==> config.mk <==
export PLATFORM = sky130hd
export DESIGN_NAME = async_serial_receiver
export DESIGN_NICKNAME = d
export VERILOG_FILES = /design/src/design/async_rx_pkg.sv /design/src/design/async_serial_receiver.sv
export SDC_FILE = /design/constraint.sdc
export NUM_CORES = 1
export LEC_CHECK = 0
export BUFFER_PORTS_ARGS = -buffer_cell sky130_fd_sc_hd__buf_2
export CAP_MARGIN = 5
export CORE_ASPECT_RATIO = 0.8
export CORE_MARGIN = 2
export CORE_UTILIZATION = 61
export CTS_BUF_LIST = sky130_fd_sc_hd__clkbuf_8 sky130_fd_sc_hd__clkbuf_16
export DETAILED_ROUTE_END_ITERATION = 8
export PLACE_DENSITY_LB_ADDON = 0.12
export SYNTH_ARGS = -nofsm -noshare
export SYNTH_HDL_FRONTEND = slang
export SYNTH_SLANG_ARGS = --single-unit
==> constraint.sdc <==
create_clock -name clk_sys_in -period 5.6 [get_ports clk_sys_in]
set_input_delay 0.28 -clock clk_sys_in [delete_from_list [all_inputs] [get_ports clk_sys_in]]
set_output_delay 0.28 -clock clk_sys_in [all_outputs]
set_load 0.01 [all_outputs]
==> src/design/async_rx_pkg.sv <==
// constants and register map of the asynchronous serial receiver
// What this block does
// - receive only when enabled, async, port on
// - sample line at sixteen times bit rate
// - confirm start bit low at half bit
// - high at start centre: abandon silently
// - majority vote at each bit centre, shift
// - stop sampled low marks framing error
// - finished character moves into two-entry buffer
// - data read returns oldest, removes it
// - receive flag mirrors unread data, read-only
// - interrupt needs all three enables set
// - each entry keeps its framing status
// - framing bit read-only, reception continues
// - port disable clears framing; receive disable not
// - framing error alone raises no interrupt
// - framing bit stays set if all bad
// - third character with full buffer sets overrun
// - overrun blocks reception, buffer stays readable
// - overrun cleared by receive or port disable
// - lsb first, idle mark, start space
// - nine-bit option, ninth bit readable
// - address detect in nine-bit mode keeps only ninth-bit-set characters
package async_rx_pkg;

  // ---------------------------------------------------------------------------
  // register byte addresses
  // ---------------------------------------------------------------------------
  localparam logic [7:0] ADDR_RX_STATUS_CONTROL = 8'h00;
  localparam logic [7:0] ADDR_RX_DATA           = 8'h04;
  localparam logic [7:0] ADDR_TX_STATUS_CONTROL = 8'h08;
  localparam logic [7:0] ADDR_BAUD_CONTROL      = 8'h0C;
  localparam logic [7:0] ADDR_BAUD_DIV_LOW      = 8'h10;
  localparam logic [7:0] ADDR_BAUD_DIV_HIGH     = 8'h14;
  localparam logic [7:0] ADDR_INT_CONTROL       = 8'h18;

  // ---------------------------------------------------------------------------
  // receive status/control fields
  // ---------------------------------------------------------------------------
  localparam int BIT_PORT_EN   = 7;
  localparam int BIT_NINE      = 6;
  localparam int BIT_SREN      = 5;
  localparam int BIT_CONT_RX   = 4;
  localparam int BIT_ADDR_DET  = 3;
  localparam int BIT_FRAME_ERR = 2;
  localparam int BIT_OVERRUN   = 1;
  localparam int BIT_NINTH     = 0;
  // transmit status/control: synchronous select
  localparam int BIT_SYNC      = 4;
  // baud control: receiver idle
  localparam int BIT_RX_IDLE   = 6;
  // interrupt control (own register)
  localparam int BIT_GLOBAL_IE = 2;
  localparam int BIT_PERIPH_IE = 1;
  localparam int BIT_RX_IE     = 0;

  localparam logic [7:0] RESET_RX_CTRL   = 8'h00;
  localparam logic [7:0] RESET_TX_CTRL   = 8'h02;
  localparam logic [7:0] RESET_BAUD_CTRL = 8'h00;
  localparam logic [7:0] RESET_DIV       = 8'h00;
  localparam logic [2:0] RESET_INT_CTRL  = 3'h0;

  // ---------------------------------------------------------------------------
  // timing in sixteenth-bit ticks
  // ---------------------------------------------------------------------------
  localparam logic [3:0] TICKS_HALF_BIT = 4'h7;
  localparam logic [3:0] TICKS_FULL_BIT = 4'hF;
  localparam logic [3:0] VOTE_S1        = 4'h7;
  localparam logic [3:0] VOTE_S2        = 4'h8;
  localparam logic [3:0] VOTE_S3        = 4'h9;
  localparam logic [3:0] DATA_BITS_8    = 4'h8;
  localparam logic [3:0] DATA_BITS_9    = 4'h9;

  typedef enum logic [1:0] {
    RX_IDLE  = 2'b00,
    RX_START = 2'b01,
    RX_DATA  = 2'b10,
    RX_STOP  = 2'b11
  } rx_state_type;

endpackage

==> src/design/async_serial_receiver.sv <==
// asynchronous serial receiver with two-entry buffer and wishbone registers
//
// The implementer's own choices: the placing of the registers and register access over Wishbone.
`timescale 1ns/10ps
`default_nettype none
module async_serial_receiver
  import async_rx_pkg::*;
(
  input  wire logic        clk_sys_in,
  input  wire logic        rstn_in,
  input  wire logic        wb_cyc_in,
  input  wire logic        wb_stb_in,
  input  wire logic        wb_we_in,
  input  wire logic [7:0]  wb_adr_in,
  input  wire logic [31:0] wb_dat_in,
  input  wire logic [3:0]  wb_sel_in,
  output var  logic [31:0] wb_dat_out,
  output var  logic        wb_ack_out,
  input  wire logic        baud_tick_in,
  input  wire logic        receive_pin_in,
  output var  logic        receive_flag_out,
  output var  logic        rx_irq_out
);

  // ---------------------------------------------------------------------------
  // pin synchroniser
  // ---------------------------------------------------------------------------
  logic pin_meta_reg;
  logic pin_sync_reg;
  logic pin_prev_reg;

  // only the second flop feeds logic; the first may still be settling
  always_ff @(posedge clk_sys_in or negedge rstn_in) begin
    if (!rstn_in) begin
      pin_meta_reg <= 1'b1;
      pin_sync_reg <= 1'b1;
    end else begin
      pin_meta_reg <= receive_pin_in;
      pin_sync_reg <= pin_meta_reg;
    end
  end

  // ---------------------------------------------------------------------------
  // registers and bus strobes
  // ---------------------------------------------------------------------------
  logic [7:0] rx_ctrl_reg;
  logic [7:0] tx_ctrl_reg;
  logic [7:0] baud_ctrl_reg;
  logic [7:0] div_low_reg;
  logic [7:0] div_high_reg;
  logic [2:0] int_ctrl_reg;
  logic       overrun_reg;

  // one select per register, shared by the write and read decodes except sel_rx_data, which only the read side uses
  logic sel_rx_ctrl;
  logic sel_rx_data;
  logic sel_tx_ctrl;
  logic sel_baud_ctrl;
  logic sel_div_low;
  logic sel_div_high;
  logic sel_int_ctrl;

  assign sel_rx_ctrl   = (wb_adr_in == ADDR_RX_STATUS_CONTROL);
  assign sel_rx_data   = (wb_adr_in == ADDR_RX_DATA);
  assign sel_tx_ctrl   = (wb_adr_in == ADDR_TX_STATUS_CONTROL);
  assign sel_baud_ctrl = (wb_adr_in == ADDR_BAUD_CONTROL);
  assign sel_div_low   = (wb_adr_in == ADDR_BAUD_DIV_LOW);
  assign sel_div_high  = (wb_adr_in == ADDR_BAUD_DIV_HIGH);
  assign sel_int_ctrl  = (wb_adr_in == ADDR_INT_CONTROL);

  logic bus_req;
  logic wr_stb;
  logic rd_stb;
  logic data_read;
  logic port_en;
  logic cont_rx;
  logic rx_active;

  assign bus_req   = wb_cyc_in && wb_stb_in && !wb_ack_out;
  assign wr_stb    = bus_req && wb_we_in && wb_sel_in[0];
  assign rd_stb    = bus_req && !wb_we_in;
  assign data_read = rd_stb && sel_rx_data;
  assign port_en   = rx_ctrl_reg[BIT_PORT_EN];
  assign cont_rx   = rx_ctrl_reg[BIT_CONT_RX];
  assign rx_active = cont_rx && !tx_ctrl_reg[BIT_SYNC] && port_en;

  // only writable bits are stored; flags live in their own flops
  always_ff @(posedge clk_sys_in or negedge rstn_in) begin
    if (!rstn_in) begin
      rx_ctrl_reg   <= RESET_RX_CTRL;
      tx_ctrl_reg   <= RESET_TX_CTRL;
      baud_ctrl_reg <= RESET_BAUD_CTRL;
      div_low_reg   <= RESET_DIV;
      div_high_reg  <= RESET_DIV;
      int_ctrl_reg  <= RESET_INT_CTRL;
    end else if (wr_stb) begin
      if (sel_rx_ctrl) begin
        rx_ctrl_reg <= {wb_dat_in[7:3], 3'h0};
      end else if (sel_tx_ctrl) begin
        tx_ctrl_reg <= wb_dat_in[7:0];
      end else if (sel_baud_ctrl) begin
        baud_ctrl_reg <= {wb_dat_in[7], 1'b0, wb_dat_in[5:0]};
      end else if (sel_div_low) begin
        div_low_reg <= wb_dat_in[7:0];
      end else if (sel_div_high) begin
        div_high_reg <= wb_dat_in[7:0];
      end else if (sel_int_ctrl) begin
        int_ctrl_reg <= wb_dat_in[2:0];
      end
    end
  end

  // ---------------------------------------------------------------------------
  // receive state machine
  // ---------------------------------------------------------------------------
  rx_state_type state_reg;
  logic [3:0]   tick_cnt_reg;
  logic [3:0]   bit_cnt_reg;
  logic [8:0]   shift_reg;
  logic [2:0]   votes_reg;
  logic         char_done_reg;
  logic         char_framing_error_bit_reg;
  logic [3:0]   nbits;
  logic         vote;

  assign nbits = rx_ctrl_reg[BIT_NINE] ? DATA_BITS_9 : DATA_BITS_8;
  assign vote  = (votes_reg[0] & votes_reg[1]) | (votes_reg[0] & votes_reg[2]) |
                 (votes_reg[1] & votes_reg[2]);

  // three samples around each bit centre
  always_ff @(posedge clk_sys_in or negedge rstn_in) begin
    if (!rstn_in) begin
      votes_reg <= 3'h7;
    end else if (baud_tick_in) begin
      if (tick_cnt_reg == VOTE_S1 || tick_cnt_reg == VOTE_S2 || tick_cnt_reg == VOTE_S3) begin
        votes_reg <= {votes_reg[1:0], pin_sync_reg};
      end
    end
  end

  always_ff @(posedge clk_sys_in or negedge rstn_in) begin
    if (!rstn_in) begin
      state_reg     <= RX_IDLE;
      tick_cnt_reg  <= 4'h0;
      bit_cnt_reg   <= 4'h0;
      shift_reg     <= 9'h000;
      pin_prev_reg  <= 1'b1;
      char_done_reg <= 1'b0;
      char_framing_error_bit_reg <= 1'b0;
    end else begin
      char_done_reg <= 1'b0;
      if (!rx_active || overrun_reg) begin
        state_reg    <= RX_IDLE;
        tick_cnt_reg <= 4'h0;
        pin_prev_reg <= 1'b1;
      end else if (baud_tick_in) begin
        pin_prev_reg <= pin_sync_reg;
        tick_cnt_reg <= tick_cnt_reg + 4'h1;
        case (state_reg)
          RX_IDLE: begin
            tick_cnt_reg <= 4'h0;
            if (pin_prev_reg && !pin_sync_reg) begin
              state_reg <= RX_START;
            end
          end
          RX_START: begin
            // count on through the start bit so each later window opens at a
            // bit edge and its three votes fall on the bit centre
            if (tick_cnt_reg == TICKS_HALF_BIT && pin_sync_reg) begin
              state_reg <= RX_IDLE;
            end else if (tick_cnt_reg == TICKS_FULL_BIT) begin
              state_reg   <= RX_DATA;
              bit_cnt_reg <= 4'h0;
            end
          end
          RX_DATA: begin
            if (tick_cnt_reg == TICKS_FULL_BIT) begin
              // lsb arrives first and ends at bit 0 after shifting
              if (rx_ctrl_reg[BIT_NINE]) begin
                shift_reg <= {vote, shift_reg[8:1]};
              end else begin
                shift_reg <= {1'b0, vote, shift_reg[7:1]};
              end
              bit_cnt_reg <= bit_cnt_reg + 4'h1;
              if (bit_cnt_reg + 4'h1 == nbits) begin
                state_reg <= RX_STOP;
              end
            end
          end
          RX_STOP: begin
            // decide as soon as the third vote is in, so a start edge right
            // after the stop bit still finds the machine idle
            if (tick_cnt_reg > VOTE_S3) begin
              char_framing_error_bit_reg <= !vote;
              char_done_reg <= 1'b1;
              state_reg     <= RX_IDLE;
            end
          end
          default: state_reg <= RX_IDLE;
        endcase
      end
    end
  end

  // ---------------------------------------------------------------------------
  // two-entry buffer, each entry with its own framing status
  // ---------------------------------------------------------------------------
  logic [8:0] fifo_data_reg [0:1];
  logic       fifo_framing_error_bit_reg [0:1];
  logic [1:0] count_reg;
  logic       accept;
  logic       push;
  logic       pop;
  logic       third;
  logic       upper_slot;

  // address mode with nine-bit set drops characters whose ninth bit is clear
  assign accept = char_done_reg &&
                  !(rx_ctrl_reg[BIT_ADDR_DET] && rx_ctrl_reg[BIT_NINE] && !shift_reg[8]);
  assign pop    = data_read && (count_reg != 2'h0);
  assign third  = accept && (count_reg == 2'h2) && !pop;
  assign push   = accept && !third;

  // a push lands behind whatever survives this cycle's pop
  assign upper_slot = (count_reg - (pop ? 2'h1 : 2'h0)) != 2'h0;

  always_ff @(posedge clk_sys_in or negedge rstn_in) begin
    if (!rstn_in) begin
      count_reg        <= 2'h0;
      fifo_data_reg[0] <= 9'h000;
      fifo_data_reg[1] <= 9'h000;
      fifo_framing_error_bit_reg[0] <= 1'b0;
      fifo_framing_error_bit_reg[1] <= 1'b0;
    end else if (!port_en) begin
      count_reg        <= 2'h0;
      fifo_framing_error_bit_reg[0] <= 1'b0;
      fifo_framing_error_bit_reg[1] <= 1'b0;
    end else begin
      // entry 0 is always the oldest
      if (pop) begin
        fifo_data_reg[0] <= fifo_data_reg[1];
        fifo_framing_error_bit_reg[0] <= fifo_framing_error_bit_reg[1];
      end
      if (push) begin
        if (!upper_slot) begin
          fifo_data_reg[0] <= shift_reg;
          fifo_framing_error_bit_reg[0] <= char_framing_error_bit_reg;
        end else begin
          fifo_data_reg[1] <= shift_reg;
          fifo_framing_error_bit_reg[1] <= char_framing_error_bit_reg;
        end
      end
      count_reg <= count_reg + (push ? 2'h1 : 2'h0) - (pop ? 2'h1 : 2'h0);
    end
  end

  // ---------------------------------------------------------------------------
  // overrun flag: the enable-driven clear wins over the set
  // ---------------------------------------------------------------------------
  always_ff @(posedge clk_sys_in or negedge rstn_in) begin
    if (!rstn_in) begin
      overrun_reg <= 1'b0;
    end else if (third && rx_active) begin
      overrun_reg <= 1'b1;
    end else if (!cont_rx || !port_en) begin
      overrun_reg <= 1'b0;
    end
  end

  // ---------------------------------------------------------------------------
  // flag and interrupt outputs
  // ---------------------------------------------------------------------------
  logic flag_next;
  logic irq_next;

  // flag depends on buffer and port enable only; framing status feeds no request
  assign flag_next = (count_reg != 2'h0) && port_en;
  assign irq_next  = flag_next && int_ctrl_reg[BIT_RX_IE] &&
                     int_ctrl_reg[BIT_PERIPH_IE] && int_ctrl_reg[BIT_GLOBAL_IE];

  always_ff @(posedge clk_sys_in or negedge rstn_in) begin
    if (!rstn_in) begin
      receive_flag_out <= 1'b0;
    end else begin
      receive_flag_out <= flag_next;
    end
  end

  // the flag is set whatever the interrupt enables say; only the request is gated by them
  always_ff @(posedge clk_sys_in or negedge rstn_in) begin
    if (!rstn_in) begin
      rx_irq_out <= 1'b0;
    end else begin
      rx_irq_out <= irq_next;
    end
  end

  // ---------------------------------------------------------------------------
  // read mux and acknowledge, one wait-free cycle
  // ---------------------------------------------------------------------------
  logic [7:0] status_view;
  logic [7:0] baud_view;
  logic [7:0] rd_data_next;

  // read-only bits come from live state at their own positions
  always_comb begin
    status_view                = rx_ctrl_reg;
    status_view[BIT_FRAME_ERR] = fifo_framing_error_bit_reg[0];
    status_view[BIT_OVERRUN]   = overrun_reg;
    status_view[BIT_NINTH]     = fifo_data_reg[0][8];
    baud_view                  = baud_ctrl_reg;
    baud_view[BIT_RX_IDLE]     = (state_reg == RX_IDLE);
  end

  // unmapped addresses read as zero
  always_comb begin
    rd_data_next = 8'h00;
    if (sel_rx_ctrl) begin
      rd_data_next = status_view;
    end else if (sel_rx_data) begin
      rd_data_next = fifo_data_reg[0][7:0];
    end else if (sel_tx_ctrl) begin
      rd_data_next = tx_ctrl_reg;
    end else if (sel_baud_ctrl) begin
      rd_data_next = baud_view;
    end else if (sel_div_low) begin
      rd_data_next = div_low_reg;
    end else if (sel_div_high) begin
      rd_data_next = div_high_reg;
    end else if (sel_int_ctrl) begin
      rd_data_next = {5'h00, int_ctrl_reg};
    end
  end

  always_ff @(posedge clk_sys_in or negedge rstn_in) begin
    if (!rstn_in) begin
      wb_ack_out <= 1'b0;
      wb_dat_out <= 32'h0000_0000;
    end else begin
      wb_ack_out <= bus_req;
      // data stands only in the ack cycle
      wb_dat_out <= rd_stb ? {24'h000000, rd_data_next} : 32'h0000_0000;
    end
  end

endmodule
`default_nettype wire

==> results.toml, run 1 <==
[die]
start_util_pct = 63.7
fp.dieH_um = 85.9
rows = 29
die_w_um = 106
die-area_mm2 = 0.00913
num_io_pins = 86
design.core.area_mm2 = 0.00802

[timing]
fmax_mhz = 337
worst_pin_slew_ns = 1.05
slew_headroom_pct = 28.9
slew_violations = 0
setup_viol = 0
period_needed_ns = 2.96
rsz0062_at_grt = "no"
setup_tns_ns = 0
skew_ns = 0.00844
finalCritPeriodShare_pct = 52.9
finalHoldViolCount = 0

[route]
antenna_left = 0
drt-pass1-iter-count = 5
vias_per_cell = 6.00
drc = 0
vias = 3717
wl_per_cell_um = 16.7
wl_um = 10400
drt_iter0_markers = 211

[final_layout]
layout_common_cells = "dfrtp_1 (93), mux2_2 (45), inv_1 (35)"
largest_reg_flops = 18
antenna_cells = 0
seqCellArea_mm2 = 0.00251
nets = 568
area_growth_pct = 7.64
multi_input_area_mm2 = 0.00228
fillerInstances = 637
drive_gt1_share_pct = 24.1
final_common_cell = "dfrtp_1"
stdcell_count = 619

[logic_synthesis]
yosysWarnings = 0
synth-edff-count = 0
ys_ff_latch = 100
async_flop_share_pct = 100
synthAdderAreaFrac_pct = 2.89
seq_area_frac_synth_pct = 49.1
synth_ff_type = "dfrtp_1"
syn-cell-area_mm2 = 0.00511
syn_inst = 478
synth_mux_area_share_pct = 13.8
synth-xor-area-share_pct = 0.343
synth_top_family_by_area = "simple AND/OR/NAND/NOR gates"
synth_compound_area_share_pct = 12.0
yosys.area_share.simple_pct = 13.9
ys_types = 59
syn_avg_cell_area_um2 = 10.7

[critical_path]
crit_slowest_cell = "nor4bb_1"
worstPathArrival_ns = 3.23
endpoint_kind = "register"
worstSetupStartpointType = "register"
cp_max_fo = 20
cp_num_buf_inv = 0
worst-endpoint-required_ns = 5.87
crit_chain = "nor4bb_1 -> and2_1 -> nand3_1 -> mux2_2"
critical-path-top-delay-family = "simple AND/OR/NAND/NOR gates"
worstSetupPathType = "register to register"
cpPeakStageDelay_ns = 0.91

[cts]
htree_levels = 3
clock_sinks = 100
path_clk_slew_ns = 0.10
cts_buffers = 9
cts_tree = "yes"
cts_root_buffer = "clkbuf_8"
cts-resized-gates = 0
cts_buffer_depth = 2
clock_latency_ns = 0.38

[placed_design]
port_buffers = 34
gp_congestion = 0.825
dp_hpwl_um = 7180
dp.cells = 601

[grt]
grt_util_all_layers_pct = 25.1
grt_pass1_vias = 3572
grt_pass1_wl_um = 17800
antenna_found_initial = 0
grt_max_degree = 71
grt_overflow = 0

[power]
ir_drop_uv = 175
power_per_cell_area_mw_per_mm2 = 239
p_leak_nw = 2.55

[min_path]
hp-class = "primary input to register"

[run]
drv_cap = 0

[outcome]
status = "complete, no violations"
==> final cells by class <==
cell class                      instances  area share (%)
Clock buffer                            9            2.25
Clock inverter                          7            2.00
Inverter                               35            2.39
Multi-Input combinational cell        322            41.5
Sequential cell                       100            45.6
Tap cell                              108            2.46
Timing Repair Buffer                   38            3.78
==> worst reg2reg max path, delay by kind of cell, from the launching register on <==
kind / cells / cell delay [ns]
multiplexers: 1 / 0.42
flip-flops: 1 / 0.77
AND/OR/NAND/NOR: 3 / 1.65
==> power by group <==
part	leakage, nW	total, W	switching (W)	internal (W)
Clock	0.113	0.000525	0.000266	0.000259
Sequential	1.30	0.000728	0.00000218	0.000726
Combinational	1.14	0.0000645	0.0000462	0.0000183
Total	2.55	0.00132	0.000315	0.00100
==> cell families (layout without fill, tap and decap cells) <==
| family | count (synthesis) | in the layout |
|---|---|---|
| AOI/OAI and AO/OA | 91 | 91 |
| xor gates and xnor gates | 2 | 2 |
| adders and majority gates | 12 | 12 |
| buffers and inverters | 79 | 89 |
| DFF | 100 | 100 |
| muxes | 65 | 65 |
| other | 1 | 24 |
| and+or+nand+nor | 128 | 128 |
==> cell usage after synthesis, types with 3 or more instances <==
cell type   n  share of area [%]
a21oi_1    16                1.6
a221oi_1   10                1.7
a22oi_1     3               0.44
a311oi_1    5               0.86
a31o_2      3               0.51
and2_1      5               0.61
buf_4      26                3.8
clkbuf_1   13               0.95
dfrtp_1    93                 46
dfstp_2     7                3.6
ha_1       11                2.7
inv_1      35                2.6
mux2_2     45                9.9
mux2i_1    20                3.9
nand2_1    30                2.2
nand2b_1    5               0.61
nand3_1    20                2.0
nand3b_1    3               0.44
nand4_1     4               0.49
nor2_1     21                1.5
nor3_1     10               0.98
nor3_2      9                1.8
o211ai_1    3               0.44
o21ai_0    28                2.7
o22ai_1     4               0.49
or3_1       3               0.37
or4_1       3               0.44
==> per-stage QoR <==
| step | hold WS, ns | worst slack, ns | total power [W] | area [µm²] | utilization (%) |
|---|---|---|---|---|---|
| 5_1_grt | 0.182 | 2.48 | 0.00137 | 5500 | 68.6 |
| 3_5_place_dp | 0.223 | 2.67 | 0.000805 | 5250 | 65.4 |
| 6_report | 0.165 | 2.64 | 0.00132 | 5500 | 68.6 |
| 2_1_floorplan | -0.0156 | 3.26 | 0.000784 | 5200 | - |
| 4_1_cts | 0.153 | 2.67 | 0.00133 | 5500 | 68.6 |
| 3_3_place_gp | 0.221 | 2.75 | 0.000804 | 5250 | 65.4 |
==> worst paths after layout <==
| kind | to | startpoint | depth (start not counted) | slack [ns] |
|---|---|---|---|---|
| max | shift_reg[3] | rx_ctrl_reg[7] | 4 | 2.64 |
| min | baud_ctrl_reg[1] | wb_dat_in[1] | 3 | 0.16 |
| max reg2reg | shift_reg[3] | rx_ctrl_reg[7] | 4 | 2.64 |
| min reg2reg | pin_sync_reg | pin_meta_reg | 0 | 0.36 |
| max in group asynchronous | tx_ctrl_reg[2] | rstn_in | 3 | 4.08 |
| min in group asynchronous | wb_dat_out[4] | rstn_in | 2 | 0.35 |
==> metal layers <==
metal | GRT usage (%) | wire (µm) | vias up
li1 | - | - | 1715
met1 | 36.1 | 4830 | 1858
met2 | 37.7 | 4740 | 127
met3 | 7.07 | 613 | 17
met4 | 7.30 | 165 | 0
met5 | 0 | 0 | -
==> repair_timing <==
action,4_1_cts,5_1_grt
hold endpoints to repair,31,0
hold buffers,2,0
setup buffers,0,0
setup endpoints to repair,0,0
No activity file was read; power rests on OpenSTA's default activity.
==> inputs of run 2 (changes only) <==
ABC_AREA = 1   (was unset)
CORE_UTILIZATION = 51   (was 61)
clock period = 2.7 ns   (was 5.6 ns; I/O delays follow)
==> results.toml, run 2 <==
[cts]
cts_buffer_depth = 2
clock_latency_ns = 0.34
cts_tree = "yes"
clock_sinks = 100
cts_buffers = 9
post-cts-setup-buffers = 0
cts_root_buffer = "clkbuf_16"
cts-resized-gates = 0
path_clk_slew_ns = 0.06
htree_levels = 3

[final_layout]
layout_common_cells = "nand2_1 (147), dfrtp_1 (93), o21ai_0 (74)"
area_growth_pct = 10.6
nets = 719
drive_gt1_share_pct = 13.0
fillerInstances = 910
final_common_cell = "nand2_1"
antenna_cells = 0
largest_reg_flops = 18
final_cell_area_mm2 = 0.00568

[route]
drt-pass1-iter-count = 4
drt_iter0_markers = 266
wl_per_cell_um = 13.2
drc = 0
wl_um = 10500
vias = 4037
vias_per_cell = 5.06
antenna_left = 0

[logic_synthesis]
seq_area_frac_synth_pct = 48.9
synth_top_family_by_area = "simple AND/OR/NAND/NOR gates"
yosysWarnings = 0
yosys.area.top_type_share_pct = 45.3
synth_commonest_cells = "nand2_1 (147), dfrtp_1 (93), o21ai_0 (74)"
synth_mux_area_share_pct = 0
synth_compound_area_share_pct = 13.4
synth-xor-area-share_pct = 1.02
async_flop_share_pct = 100
synth_ff_type = "dfrtp_1"
syn_inst = 624
yosysTopAreaCell = "dfrtp_1"
synth_most_common_cell = "nand2_1"
synth_area_leaders = "dfrtp_1 (45%), nand2_1 (11%), o21ai_0 (7.2%)"
syn_avg_cell_area_um2 = 8.23
syn-cell-area_mm2 = 0.00514
synthAdderAreaFrac_pct = 2.87
synth-edff-count = 0
yosys.area_share.simple_pct = 23.0
ys_ff_latch = 100
ys_types = 37

[critical_path]
crit_chain = "nor2_1 -> inv_1 -> nand3_1 -> buf_4 -> nand3_1 -> nand2_1 -> ha_1 -> xor2_1 -> xor2_1 -> nor2_1"
r2r_start = "count_reg[1]"
cp_max_fo = 20
ff2ff_setup_slack_ns = 0.74
cpPeakStageDelay_ns = 0.46
critical-path-top-delay-family = "simple AND/OR/NAND/NOR gates"
crit_slowest_cell = "dfrtp_1"
cp_num_buf_inv = 2
worstSetupStartpointType = "register"
worst-endpoint-required_ns = 2.93
worstSetupPathType = "register to register"
worstPathArrival_ns = 2.19
rr_endpoint = "count_reg[1]"
cp.depth = 10
endpoint_kind = "register"
reg2reg_depth = 10

[timing]
fmax_mhz = 511
period_needed_ns = 1.96
slew_headroom_pct = 60.4
skew_ns = 0.00851
finalCritPeriodShare_pct = 72.4
setup_viol = 0
finalHoldViolCount = 0
worst_pin_slew_ns = 0.592
setup_tns_ns = 0
slew_violations = 0
rsz0062_at_grt = "no"

[grt]
grt_pass1_wl_um = 17900
grt_max_degree = 101
grt_pass1_vias = 3779
grt_util_all_layers_pct = 21.3
grt_overflow = 0
antenna_found_initial = 0

[die]
num_io_pins = 86
rows = 32
start_util_pct = 52.8
design.core.area_mm2 = 0.00973
fp.dieH_um = 93.8
die-area_mm2 = 0.0109
die_w_um = 116

[min_path]
hp-class = "primary input to register"
hp-start = "wb_stb_in"
hold_path_depth = 3
min_to = "wb_ack_out"

[placed_design]
dp_hpwl_um = 7440
gp_congestion = 0.879
port_buffers = 34
placed_cell_area_mm2 = 0.00534

[run]
drv_cap = 0

[outcome]
status = "complete, no violations"

[power]
p_leak_nw = 2.74
power_per_cell_area_mw_per_mm2 = 547
ir_drop_uv = 330
-- run 2: cell count changes after synthesis, moves of 10 or more --
cell and change:
nor2_1 +10, a221oi_1 -10, inv_1 +36, o21ai_0 +46, a21oi_1 +15, mux2_2 -45, mux2i_1 -20, nand3_1 +37
nand2_1 +117, o21ai_1 +14
-- run 2: area by class of cell --
cell class              count  area (µm²)  area share (%)
clock buffers              10         239            4.21
inverters                  74         278            4.89
clock inverters             6        87.6            1.54
multi-input cells         432        2160            38.0
well taps                 136         170            2.99
flip-flops and latches    100        2510            44.2
repair buffers             40         235            4.14
-- run 2: worst max path at each step --
stage / startpoint / to
final: count_reg[1] / count_reg[1]
after global routing: count_reg[1] / count_reg[1]
after CTS: count_reg[1] / count_reg[1]
after detailed placement: wb_adr_in[1] / count_reg[1]
after global placement: wb_adr_in[1] / count_reg[1]
after floorplan: wb_ack_out / count_reg[1]
-- run 2: kinds of logic (layout without fill, tap and decap cells) --
| logic type | count (synthesis) | after routing |
|---|---|---|
| and+or+nand+nor | 260 | 260 |
| DFF | 100 | 100 |
| adders and majority gates | 12 | 12 |
| other | 1 | 24 |
| xor gates and xnor gates | 6 | 6 |
| AOI/OAI and AO/OA | 130 | 130 |
| buffers and inverters | 115 | 130 |
-- run 2: tightest hold or removal path, cell delays in order --
cell	delay, ns
buf_2	0.09
nand2_1	0.08
nor2_1	0.06
-- run 2: per-stage QoR --
stage               hold slack (ns)  power, W  std cells  util (%)  setup WS (ns)
floorplan                    -0.161   0.00169        647         -          0.895
global placement              0.239   0.00174        780      54.8          0.755
detailed placement            0.243   0.00175        780      54.8          0.696
CTS                          0.0590   0.00315        798      58.4          0.751
global route                 0.0701   0.00323        798      58.4          0.570
finish                       0.0691   0.00311        798      58.4          0.744
-- run 2: timing repair --
item,in CTS,in global routing
endpoints found under the hold margin,94,0
hold buffers,2,0
endpoints found under the setup margin,0,0
-- run 2: per-layer routing --
layer	track usage [%]	vias to the layer above	part of all wire, %
met5	0	-	0
li1	-	2041	-
met1	29.6	1877	48
met3	4.77	15	5.2
met4	6.75	0	1.4
met2	33.5	104	46
-- run 2: where the power goes --
part | switching, W | leakage, nW | internal [W]
clock | 0.000551 | 0.151 | 0.000835
combinational | 0.000123 | 1.27 | 0.0000541
sequential | 0.0000168 | 1.32 | 0.00153
==> inputs of run 3 (changes only) <==
CORE_UTILIZATION = 57   (was 51)
clock period = 1.9 ns   (was 2.7 ns; I/O delays follow)
==> results.toml, run 3 (same netlist as run 2, synthesis figures left out) <==
[route]
vias = 4182
drt_iter0_markers = 217
wl_per_cell_um = 13.9
antenna_left = 0
drt-pass1-iter-count = 4
vias_per_cell = 5.34
drc = 0
wl_um = 10900

[grt]
grt_util_all_layers_pct = 24.5
grt_pass1_wl_um = 18200
grt_pass1_vias = 3887
grt_max_degree = 41
antenna_found_initial = 0
grt_overflow = 0

[cts]
htree_levels = 3
cts_buffer_depth = 2
cts_root_buffer = "clkbuf_16"
cts_buffers = 9
cts_tree = "yes"
path_clk_slew_ns = 0.06
clock_sinks = 100
post-cts-setup-buffers = 0
clock_latency_ns = 0.35

[critical_path]
rr_endpoint = "count_reg[1]"
cp_max_fo = 4
cp_num_buf_inv = 1
r2r_start = "count_reg[1]"
ff2ff_setup_slack_ns = 0.16
worstSetupStartpointType = "register"
worst-endpoint-required_ns = 2.14
cpPeakStageDelay_ns = 0.46
crit_chain = "nor2_1 -> inv_1 -> nand3_1 -> nand3_1 -> nand2_1 -> ha_1 -> xor2_1 -> xor2_1 -> nor2_1"
worstPathArrival_ns = 1.97
reg2reg_depth = 9
cp-startpoint = "count_reg[1]"
crit_slowest_cell = "dfrtp_1"
critical-path-top-delay-family = "simple AND/OR/NAND/NOR gates"
worstSetupPathType = "register to register"
endpoint_kind = "register"

[power]
p_leak_nw = 2.79
power_per_cell_area_mw_per_mm2 = 744
ir_drop_uv = 625

[timing]
period_needed_ns = 1.74
rsz0062_at_grt = "no"
slew_headroom_pct = 60.6
slew_violations = 0
setup_tns_ns = 0
skew_ns = 0.00583
finalHoldViolCount = 0
setup_viol = 0
finalCritPeriodShare_pct = 91.5
worst_pin_slew_ns = 0.590
fmax_mhz = 575

[final_layout]
stdcell_count = 783
area_growth_pct = 10.8
antenna_cells = 0
fillerInstances = 725
final_cell_area_mm2 = 0.00569
layout_common_cells = "nand2_1 (147), dfrtp_1 (93), inv_1 (74), o21ai_0 (74), nand3_1 (57)"
largest_reg_flops = 18
drive_gt1_share_pct = 13.7
final_common_cell = "nand2_1"
nets = 728

[placed_design]
placed_cell_area_mm2 = 0.00537
dp_hpwl_um = 7920
dp.cells = 765
port_buffers = 34
gp_congestion = 0.878

[die]
rows = 30
fp.dieH_um = 88.9
die-area_mm2 = 0.00979
start_util_pct = 59.5
num_io_pins = 86
design.core.area_mm2 = 0.00863
die_w_um = 110

[outcome]
status = "complete, no violations"

[min_path]
hp-start = "wb_stb_in"
min_to = "wb_ack_out"
hold_path_depth = 3
hp-class = "primary input to register"

[run]
drv_cap = 0
run 3: cell count changes in the layout (fill, tap and decap cells not counted), sizes merged:
cell / delta
clkinv: +1
inv: +3
bufinv: -1
clkinvlp: -2
buf: +9
clkbuf: -1
run 3: what timing repair did:
| action | in CTS | in global routing |
|---|---|---|
| hold buffers | 2 | 0 |
| resized for setup | 0 | 1 |
| setup endpoints to repair | 0 | 2 |
| endpoints found under the hold margin | 34 | 0 |
run 3: final cells by class:
cell class	instances	area, µm²	share of cell area, %
clock buffer	9	225	3.96
tap	112	140	2.46
multi-input combinational	432	2170	38.1
clock inverter	7	62.6	1.10
sequential	100	2510	44.1
inverter	74	278	4.88
timing repair buffer	49	303	5.32
run 3: worst register-to-register path: cells and delay by family, from the launching register on:
family                     cells  cell delay [ns]
xor gates and xnor gates       2             0.33
buffers and inverters          1             0.15
adders and majority gates      1             0.15
DFF                            1             0.46
and+or+nand+nor                5             0.54
run 3: worst max path at each step:
stage / cells after the start / slack [ns] / end
6_report: 9 / 0.16 / count_reg[1]
5_1_grt: 9 / 0.01 / count_reg[1]
4_1_cts: 7 / 0.12 / shift_reg[7]
3_5_place_dp: 7 / 0.14 / shift_reg[7]
3_3_place_gp: 7 / 0.25 / shift_reg[7]
2_1_floorplan: 8 / 0.09 / count_reg[1]
run 3: metal layers:
metal  track usage (%)  wire (µm)
met3              5.54        553
met5                 0          0
met1              32.9       4960
met2              39.9       5160
met4              7.95        206
run 3: metrics by stage:
step	setup WS, ns	power, W	hold WS, ns	utilization (%)
global route	0.0111	0.00439	0.0541	65.9
floorplan	0.0949	0.00240	-0.201	-
global placement	0.252	0.00248	0.0840	62.2
finish	0.162	0.00423	0.0261	65.9
CTS	0.116	0.00426	0.0263	65.8
detailed placement	0.139	0.00249	0.0908	62.2
run 3: where the power goes:
part           internal [W]  total, W  switching, W
registers           0.00217   0.00219     0.0000226
clock network       0.00101   0.00178      0.000776
logic             0.0000800  0.000258      0.000178
total               0.00326   0.00423      0.000977
